===== src/shared/mab_pkg.sv =====
// Purpose: Shared constants and types for the add and bit-operation datapath
// Assumes: 8-bit data, 128 data registers, one instruction per enabled cycle
// Notes:   Operation codes are Gray-ordered along the usual issue sequence
package mab_pkg;
   localparam int DATA_W      = 8;
   localparam int ADDR_W      = 7;
   localparam int BIT_SEL_W   = 3;
   localparam int NIBBLE_W    = 4;
   localparam int OP_W        = 3;
   localparam int CYCLES_PER_OP = 1;

   localparam logic [ADDR_W-1:0]  REG_ADDR_LAST = 7'h7F;
   localparam logic [BIT_SEL_W-1:0] BIT_SEL_LAST = 3'h7;
   localparam logic [DATA_W-1:0]  WORK_RESET    = 8'h00;
   localparam logic [DATA_W-1:0]  ZERO_BYTE     = 8'h00;
   localparam logic [DATA_W-1:0]  ONE_HOT_LSB   = 8'h01;
   localparam logic [ADDR_W-1:0]  ADDR_RESET    = 7'h00;
   localparam logic               FLAG_RESET    = 1'b0;
   localparam logic               DEST_WORK     = 1'b0;
   localparam logic               DEST_REG      = 1'b1;

   typedef enum logic [OP_W-1:0] {
      MAB_NONE_OP               = 3'h0,
      MAB_ADD_IMM_WITH_CARRY_OP = 3'h1,
      MAB_ADD_IMM_OP            = 3'h3,
      MAB_AND_IMM_OP            = 3'h2,
      MAB_AND_REG_OP            = 3'h6,
      MAB_BIT_SET_OP            = 3'h7,
      MAB_BIT_CLEAR_OP          = 3'h5
   } mab_op_t;
endpackage


===== src/design/mab_datapath.sv =====
// Purpose: Execution datapath for add-immediate, AND and single-bit set/clear
// Assumes: Decoder presents one operation per enabled cycle with its operands
// Notes:   Work register and flags live here; data-register writes go out registered
`timescale 1ns/1ps

module mab_datapath
   import mab_pkg::*;
(
   input  wire logic                          clk,             // Core instruction clock
   input  wire logic                          reset_n,         // Synchronous reset, active low
   input  wire logic                          clk_en,          // Freezes all state while low
   input  wire logic                          op_valid,        // Operation presented this cycle
   input  wire mab_pkg::mab_op_t              op_code,         // Decoded operation
   input  wire logic [mab_pkg::DATA_W-1:0]    imm_data,        // 8-bit immediate
   input  wire logic [mab_pkg::ADDR_W-1:0]    reg_addr,        // Data register index
   input  wire logic [mab_pkg::BIT_SEL_W-1:0] bit_sel,         // Bit position for set/clear
   input  wire logic                          dest_select,     // 0 work register, 1 data register
   input  wire logic [mab_pkg::DATA_W-1:0]    reg_rd_data,     // Addressed data register value
   output logic      [mab_pkg::DATA_W-1:0]    work_reg,        // Accumulator
   output logic                               zero_flag,       // Result was zero
   output logic                               half_carry_flag, // Carry out of bit 3
   output logic                               carry_flag,      // Carry out of bit 7
   output logic                               reg_wr_en,       // One-cycle data register write
   output logic      [mab_pkg::ADDR_W-1:0]    reg_wr_addr,     // Write index
   output logic      [mab_pkg::DATA_W-1:0]    reg_wr_data      // Write value
);
   import mab_pkg::*;

   logic [DATA_W-1:0]   work_next;
   logic                zero_next;
   logic                half_next;
   logic                carry_next;
   logic                flags_z_upd;
   logic                flags_c_upd;
   logic                wr_en_next;
   logic [DATA_W-1:0]   wr_data_next;
   logic                fire;
   logic                carry_in;
   logic [DATA_W:0]     sum_full;
   logic [NIBBLE_W:0]   sum_low;
   logic [DATA_W-1:0]   reg_operand;
   logic [DATA_W-1:0]   and_reg_res;
   logic [DATA_W-1:0]   bit_mask;

   assign fire = clk_en && op_valid;

   // Forward a pending write so back-to-back ops on one register see fresh data
   assign reg_operand = (reg_wr_en && reg_wr_addr == reg_addr) ? reg_wr_data : reg_rd_data;

   assign carry_in = (op_code == MAB_ADD_IMM_WITH_CARRY_OP) ? carry_flag : 1'b0;
   assign sum_full = {1'b0, work_reg} + {1'b0, imm_data} + {{DATA_W{1'b0}}, carry_in};
   assign sum_low  = {1'b0, work_reg[NIBBLE_W-1:0]} + {1'b0, imm_data[NIBBLE_W-1:0]}
                   + {{NIBBLE_W{1'b0}}, carry_in};
   assign and_reg_res = work_reg & reg_operand;
   assign bit_mask    = ONE_HOT_LSB << bit_sel;

   always_comb begin
      work_next    = work_reg;
      wr_en_next   = 1'b0;
      wr_data_next = reg_wr_data;
      flags_z_upd  = 1'b0;
      flags_c_upd  = 1'b0;
      case (op_code)
         MAB_ADD_IMM_WITH_CARRY_OP, MAB_ADD_IMM_OP: begin
            work_next   = sum_full[DATA_W-1:0];
            flags_z_upd = 1'b1;
            flags_c_upd = 1'b1;
         end
         MAB_AND_IMM_OP: begin
            work_next   = work_reg & imm_data;
            flags_z_upd = 1'b1;
         end
         MAB_AND_REG_OP: begin
            flags_z_upd = 1'b1;
            if (dest_select == DEST_REG) begin
               wr_en_next   = 1'b1;
               wr_data_next = and_reg_res;
            end else begin
               work_next = and_reg_res;
            end
         end
         MAB_BIT_CLEAR_OP: begin
            wr_en_next   = 1'b1;
            wr_data_next = reg_operand & ~bit_mask;
         end
         MAB_BIT_SET_OP: begin
            wr_en_next   = 1'b1;
            wr_data_next = reg_operand | bit_mask;
         end
         default: begin
            work_next = work_reg;
         end
      endcase
   end

   // Zero tracks whichever byte the operation produced
   always_comb begin
      if (op_code == MAB_AND_REG_OP) begin
         zero_next = (and_reg_res == ZERO_BYTE);
      end else begin
         zero_next = (work_next == ZERO_BYTE);
      end
      half_next  = sum_low[NIBBLE_W];
      carry_next = sum_full[DATA_W];
   end

   always_ff @(posedge clk) begin
      if (!reset_n) begin
         work_reg <= WORK_RESET;
      end else if (fire) begin
         work_reg <= work_next;
      end
   end

   always_ff @(posedge clk) begin
      if (!reset_n) begin
         zero_flag       <= FLAG_RESET;
         half_carry_flag <= FLAG_RESET;
         carry_flag      <= FLAG_RESET;
      end else if (fire) begin
         if (flags_z_upd) begin
            zero_flag <= zero_next;
         end
         if (flags_c_upd) begin
            half_carry_flag <= half_next;
            carry_flag      <= carry_next;
         end
      end
   end

   // Write strobe lasts one enabled cycle; it holds its value while frozen
   always_ff @(posedge clk) begin
      if (!reset_n) begin
         reg_wr_en   <= 1'b0;
         reg_wr_addr <= ADDR_RESET;
         reg_wr_data <= ZERO_BYTE;
      end else if (clk_en) begin
         reg_wr_en <= op_valid && wr_en_next;
         if (op_valid && wr_en_next) begin
            reg_wr_addr <= reg_addr;
            reg_wr_data <= wr_data_next;
         end
      end
   end
endmodule


===== config.mk =====
export PLATFORM = sky130hd
export DESIGN_NAME = mab_datapath
export DESIGN_NICKNAME = d
export VERILOG_FILES = /design/src/shared/mab_pkg.sv /design/src/design/mab_datapath.sv
export SDC_FILE = /design/constraint.sdc
export NUM_CORES = 1
export LEC_CHECK = 0
export BUFFER_PORTS_ARGS = -buffer_cell sky130_fd_sc_hd__buf_2
export CORE_MARGIN = 2
export CORE_UTILIZATION = 40
export DETAILED_ROUTE_END_ITERATION = 6
export SYNTH_ARGS = -nofsm -noshare
export SYNTH_HDL_FRONTEND = slang
export SYNTH_SLANG_ARGS = --single-unit

===== constraint.sdc =====
create_clock -name clk -period 3.73 [get_ports clk]
set_input_delay 0.746 -clock clk [delete_from_list [all_inputs] [get_ports clk]]
set_output_delay 0.746 -clock clk [all_outputs]
set_load 0.005 [all_outputs]

==> impl_results.html <==
<table>
<tr><th>Metric</th><th>Value</th></tr>
<tr><th colspan="2">Synthesis</th></tr>
<tr><td>Proportion of synthesized flip-flops having asynchronous set or reset</td><td>0</td></tr>
<tr><td>Syn Nets</td><td>approximately 340</td></tr>
<tr><td>Cells after Synth</td><td>about 290</td></tr>
<tr><td>Flip-flop cell with the highest count after synthesis</td><td>sky130_fd_sc_hd__dfxtp_1</td></tr>
<tr><td>Total number of yosys warnings</td><td>0</td></tr>
<tr><td>Synth unique cells</td><td>54</td></tr>
<tr><td>Mapped Area</td><td>roughly 0.0022 mm2</td></tr>
<tr><td>Flop and latch count out of synthesis</td><td>27</td></tr>
<tr><td>Avg Inst Size Synth</td><td>7.48 um2</td></tr>
<tr><td>Portion of the post-synthesis area used by sequential elements</td><td>0.246</td></tr>
<tr><td>Count of flip-flops with a built-in enable after synthesis</td><td>0</td></tr>
<tr><th colspan="2">Layout</th></tr>
<tr><td>Layout area overhead</td><td>18.3%</td></tr>
<tr><td>Number of fill cells in the layout</td><td>approximately 560</td></tr>
<tr><td>Diode count</td><td>0</td></tr>
<tr><td>Combined flip-flop and latch cell area</td><td>541 um2</td></tr>
<tr><td>Multi-input gate area</td><td>0.00154 mm2</td></tr>
<tr><td>Fraction of layout instances using a drive strength above 1</td><td>0.223</td></tr>
<tr><td>NumNets Final</td><td>395</td></tr>
<tr><td>Most frequent cells in the layout</td><td>sky130_fd_sc_hd__buf_2, sky130_fd_sc_hd__a21oi_1, sky130_fd_sc_hd__nand2_1</td></tr>
<tr><td>Most common cell after layout, fill and taps aside</td><td>sky130_fd_sc_hd__buf_2</td></tr>
<tr><th colspan="2">Timing</th></tr>
<tr><td>Headroom to the max-slew limit</td><td>0.616</td></tr>
<tr><td>Worst-Margin Slew</td><td>about 0.57 ns</td></tr>
<tr><td>Post-route fraction of the period consumed by the critical path</td><td>0.840</td></tr>
<tr><td>Final Hold Vio Count</td><td>0</td></tr>
<tr><td>Final Setup Violations</td><td>0</td></tr>
<tr><td>Unrepaired setup endpoints after global routing</td><td>no</td></tr>
<tr><td>Sum of negative setup slack</td><td>0 ns</td></tr>
<tr><td>Final critical-path required period</td><td>~3.1 ns</td></tr>
<tr><td>Final count of pins violating max slew</td><td>0</td></tr>
<tr><td>Fmax</td><td>around 0.32 GHz</td></tr>
<tr><td>Worst clock skew on the final layout</td><td>approximately 0.0013 ns</td></tr>
<tr><th colspan="2">Clock network</th></tr>
<tr><td>Inserted Clock Buffers</td><td>3</td></tr>
<tr><td>Clock tree from TritonCTS</td><td>yes</td></tr>
<tr><td>Hold bufs inserted after CTS</td><td>0</td></tr>
<tr><td>Deepest level of the CTS H-tree</td><td>1</td></tr>
<tr><td>Clock tree sinks</td><td>27</td></tr>
<tr><td>CTS clock-pin slew for the worst setup and hold paths</td><td>about 0.1 ns</td></tr>
<tr><td>Clock latency on the worst-skew pair</td><td>0.28 ns</td></tr>
<tr><td>Post-CTS setup buffer count</td><td>0</td></tr>
<tr><td>Root buffer cell</td><td>sky130_fd_sc_hd__clkbuf_8</td></tr>
<tr><td>Worst-case clock buffer depth</td><td>2</td></tr>
<tr><td>Gates resized, CTS repair</td><td>0</td></tr>
<tr><th colspan="2">Placement</th></tr>
<tr><td>Routability cong.</td><td>about 1.0</td></tr>
<tr><td>Port buffer count</td><td>60</td></tr>
<tr><td>Total half-perimeter wirelength after legalization and detailed placement</td><td>5310 um</td></tr>
<tr><th colspan="2">Power</th></tr>
<tr><td>Worst vdd ir</td><td>between 0.15 and 0.2 mV</td></tr>
<tr><td>Cell leakage power</td><td>around 1.0 nW</td></tr>
<tr><td>Power density over the cells</td><td>approximately 250 mW/mm2</td></tr>
<tr><td>Total design power</td><td>around 0.00066 W</td></tr>
<tr><th colspan="2">Global routing</th></tr>
<tr><td>GRT Resource Usage Total</td><td>0.229</td></tr>
<tr><td>Pin count of the biggest net entering global routing</td><td>20</td></tr>
<tr><td>Number of global-route vias before repair</td><td>2147</td></tr>
<tr><td>Initial antenna violation count</td><td>0</td></tr>
<tr><td>Wire length of the first global-routing pass</td><td>approximately 11000 um</td></tr>
<tr><td>Final global-route overflow total</td><td>0</td></tr>
<tr><th colspan="2">Detailed routing</th></tr>
<tr><td>Number of nets with antenna violations after routing</td><td>0</td></tr>
<tr><td>Length of routed wiring on met1</td><td>3360 um</td></tr>
<tr><td>Detail-routed via count per cell</td><td>~5.7</td></tr>
<tr><td>First drt pass iteration count</td><td>5</td></tr>
<tr><td>Routed length on met3</td><td>just under 500 um</td></tr>
<tr><td>DRC</td><td>0</td></tr>
<tr><td>Max layer used</td><td>met4</td></tr>
<tr><td>Routed wire length</td><td>~7000 um</td></tr>
<tr><td>DR WL/cell</td><td>between 15 and 20 um</td></tr>
<tr><td>Via count</td><td>2412</td></tr>
<tr><td>Detailed Route Iter0 Violations</td><td>261</td></tr>
<tr><td>Met2 wire length</td><td>roughly 3000 um</td></tr>
<tr><th colspan="2">Floorplan</th></tr>
<tr><td>X dimension of the die</td><td>78.2 um</td></tr>
<tr><td>Overall die area</td><td>~0.006 mm2</td></tr>
<tr><td>Number of placement rows</td><td>26</td></tr>
<tr><td>Die height</td><td>approximately 80 um</td></tr>
<tr><td>Standard cell core area</td><td>about 0.0052 mm2</td></tr>
<tr><td>Initial Util</td><td>0.423</td></tr>
<tr><td>Ports</td><td>roughly 60</td></tr>
<tr><th colspan="2">Setup path</th></tr>
<tr><td>CP max stage cell</td><td>sky130_fd_sc_hd__fa_1</td></tr>
<tr><td>Worst Path Class, Setup</td><td>primary input to flop</td></tr>
<tr><td>Required time of the critical path</td><td>roughly 4 ns</td></tr>
<tr><td>Kind of start point of the critical path</td><td>primary input</td></tr>
<tr><td>Top Family by Delay on Critical Path</td><td>compound AO/OA/AOI/OAI gates</td></tr>
<tr><td>Combined buffer and inverter count along the critical path</td><td>2</td></tr>
<tr><td>Data arrival time of the worst path</td><td>roughly 3.4 ns</td></tr>
<tr><td>Endpoint kind of the worst setup timing path</td><td>flop</td></tr>
<tr><td>Critical Path Fanout Max</td><td>10</td></tr>
<tr><td>Crit path largest cell delay</td><td>approximately 0.43 ns</td></tr>
<tr><td>Crit path cell chain</td><td>buf_2 &gt; inv_1 &gt; nand3_1 &gt; fa_1 &gt; fa_1 &gt; nand2b_1 &gt; nand3_1 &gt; a21oi_1 &gt; a2111o_1 &gt; a211oi_2 &gt; nand4b_1 &gt; o211ai_2</td></tr>
<tr><th colspan="2">Worst hold path</th></tr>
<tr><td>Min-delay worst type</td><td>flop to flop</td></tr>
<tr><th colspan="2">Status</th></tr>
<tr><td>Status</td><td>complete, no violations</td></tr>
<tr><th colspan="2">Job</th></tr>
<tr><td>Reported max-cap violation count</td><td>0</td></tr>
</table>
[per-stage QoR]
| stage | util | cells | cell area (um2) | setup slack (ns) | hold WS [ns] |
|---|---|---|---|---|---|
| after floorplan | - | 294 | 2200 | 0.429 | 0.477 |
| after global placement | 0.490 | 416 | 2550 | 0.418 | 0.469 |
| after detailed placement | 0.490 | 416 | 2550 | 0.348 | 0.477 |
| after CTS | 0.500 | 420 | 2600 | 0.621 | 0.493 |
| after global routing | 0.500 | 420 | 2600 | 0.365 | 0.508 |
| final | 0.500 | 420 | 2600 | 0.595 | 0.487 |
[cell usage after synthesis (2+ instances only)]
cell type                   n  area share
sky130_fd_sc_hd__a211o_1    4       0.016
sky130_fd_sc_hd__a211oi_1  12       0.041
sky130_fd_sc_hd__a21boi_0   3       0.010
sky130_fd_sc_hd__a21o_1     2      0.0068
sky130_fd_sc_hd__a21oi_1   36       0.082
sky130_fd_sc_hd__a311oi_1   6       0.024
sky130_fd_sc_hd__a31oi_1    5       0.014
sky130_fd_sc_hd__and2_1     5       0.014
sky130_fd_sc_hd__and4_1     3       0.012
sky130_fd_sc_hd__buf_2      4      0.0091
sky130_fd_sc_hd__buf_6      2       0.010
sky130_fd_sc_hd__clkbuf_1   5      0.0085
sky130_fd_sc_hd__dfxtp_1   27        0.25
sky130_fd_sc_hd__fa_1       2       0.018
sky130_fd_sc_hd__ha_1       8       0.046
sky130_fd_sc_hd__inv_1     14       0.024
sky130_fd_sc_hd__mux2i_1    2      0.0091
sky130_fd_sc_hd__nand2_1   31       0.053
sky130_fd_sc_hd__nand2b_1   5       0.014
sky130_fd_sc_hd__nand2b_4   2       0.013
sky130_fd_sc_hd__nand3_1   18       0.041
sky130_fd_sc_hd__nand3b_1   4       0.014
sky130_fd_sc_hd__nand4_1    3      0.0085
sky130_fd_sc_hd__nor2_1    20       0.034
sky130_fd_sc_hd__nor2b_1    4       0.011
sky130_fd_sc_hd__nor3_1     6       0.014
sky130_fd_sc_hd__nor4_1     2      0.0057
sky130_fd_sc_hd__o211a_1    2      0.0091
sky130_fd_sc_hd__o21ai_0   21       0.048
sky130_fd_sc_hd__or3_1      3      0.0085
sky130_fd_sc_hd__xnor2_1   10       0.040
[metal layers]
layer / GRT usage / up-vias
met5: 0 / -
met2: 0.366 / 110
li1: - / 1206
met1: 0.330 / 1092
met3: 0.0437 / 4
met4: 0.0298 / 0
[power breakdown]
| part | leakage (nW) | internal (W) | total, W | switching, W |
|---|---|---|---|---|
| clock network | 0.0217 | 0.0000761 | 0.000178 | 0.000102 |
| logic | 0.806 | 0.0000680 | 0.000167 | 0.0000985 |
| registers | 0.219 | 0.000298 | 0.000310 | 0.0000120 |
[worst min-delay path: cells and delay by family, from the launching register on]
family	cells	cell delay, ns
and+or+nand+nor	1	0.06
AOI/OAI and AO/OA	1	0.05
DFF	1	0.34
[layout make-up]
class	count	area share
Clock buffer	3	0.0159
Inverter	15	0.0216
Sequential cell	27	0.208
Tap cell	70	0.0337
Timing Repair Buffer	64	0.127
Clock inverter	1	0.00289
Multi-Input combinational cell	240	0.591
[logic make-up (layout without fill, tap and decap cells)]
group           after synthesis  count (layout)  synth area share
xor+xnor                     10              10            0.0398
simple gates                112             112             0.265
compound gates              105             105             0.316
mux                           3               3            0.0142
fa+ha+maj                    10              10            0.0637
flops                        27              27             0.246
buf+inv                      27              83            0.0552
[final timing paths]
path,slack [ns],start,to,cells past startpoint
worst max-delay path,0.60,op_code[1],zero_flag$_SDFFE_PN0P_,12
worst min-delay path,0.49,reg_wr_addr[0]$_SDFFE_PN0P_,reg_wr_addr[0]$_SDFFE_PN0P_,2
worst max register to register,0.99,work_reg[0]$_SDFFE_PN0P_,zero_flag$_SDFFE_PN0P_,10
worst min register to register,0.49,reg_wr_addr[0]$_SDFFE_PN0P_,reg_wr_addr[0]$_SDFFE_PN0P_,2
Note: power is estimated with default switching activity, not from simulation.
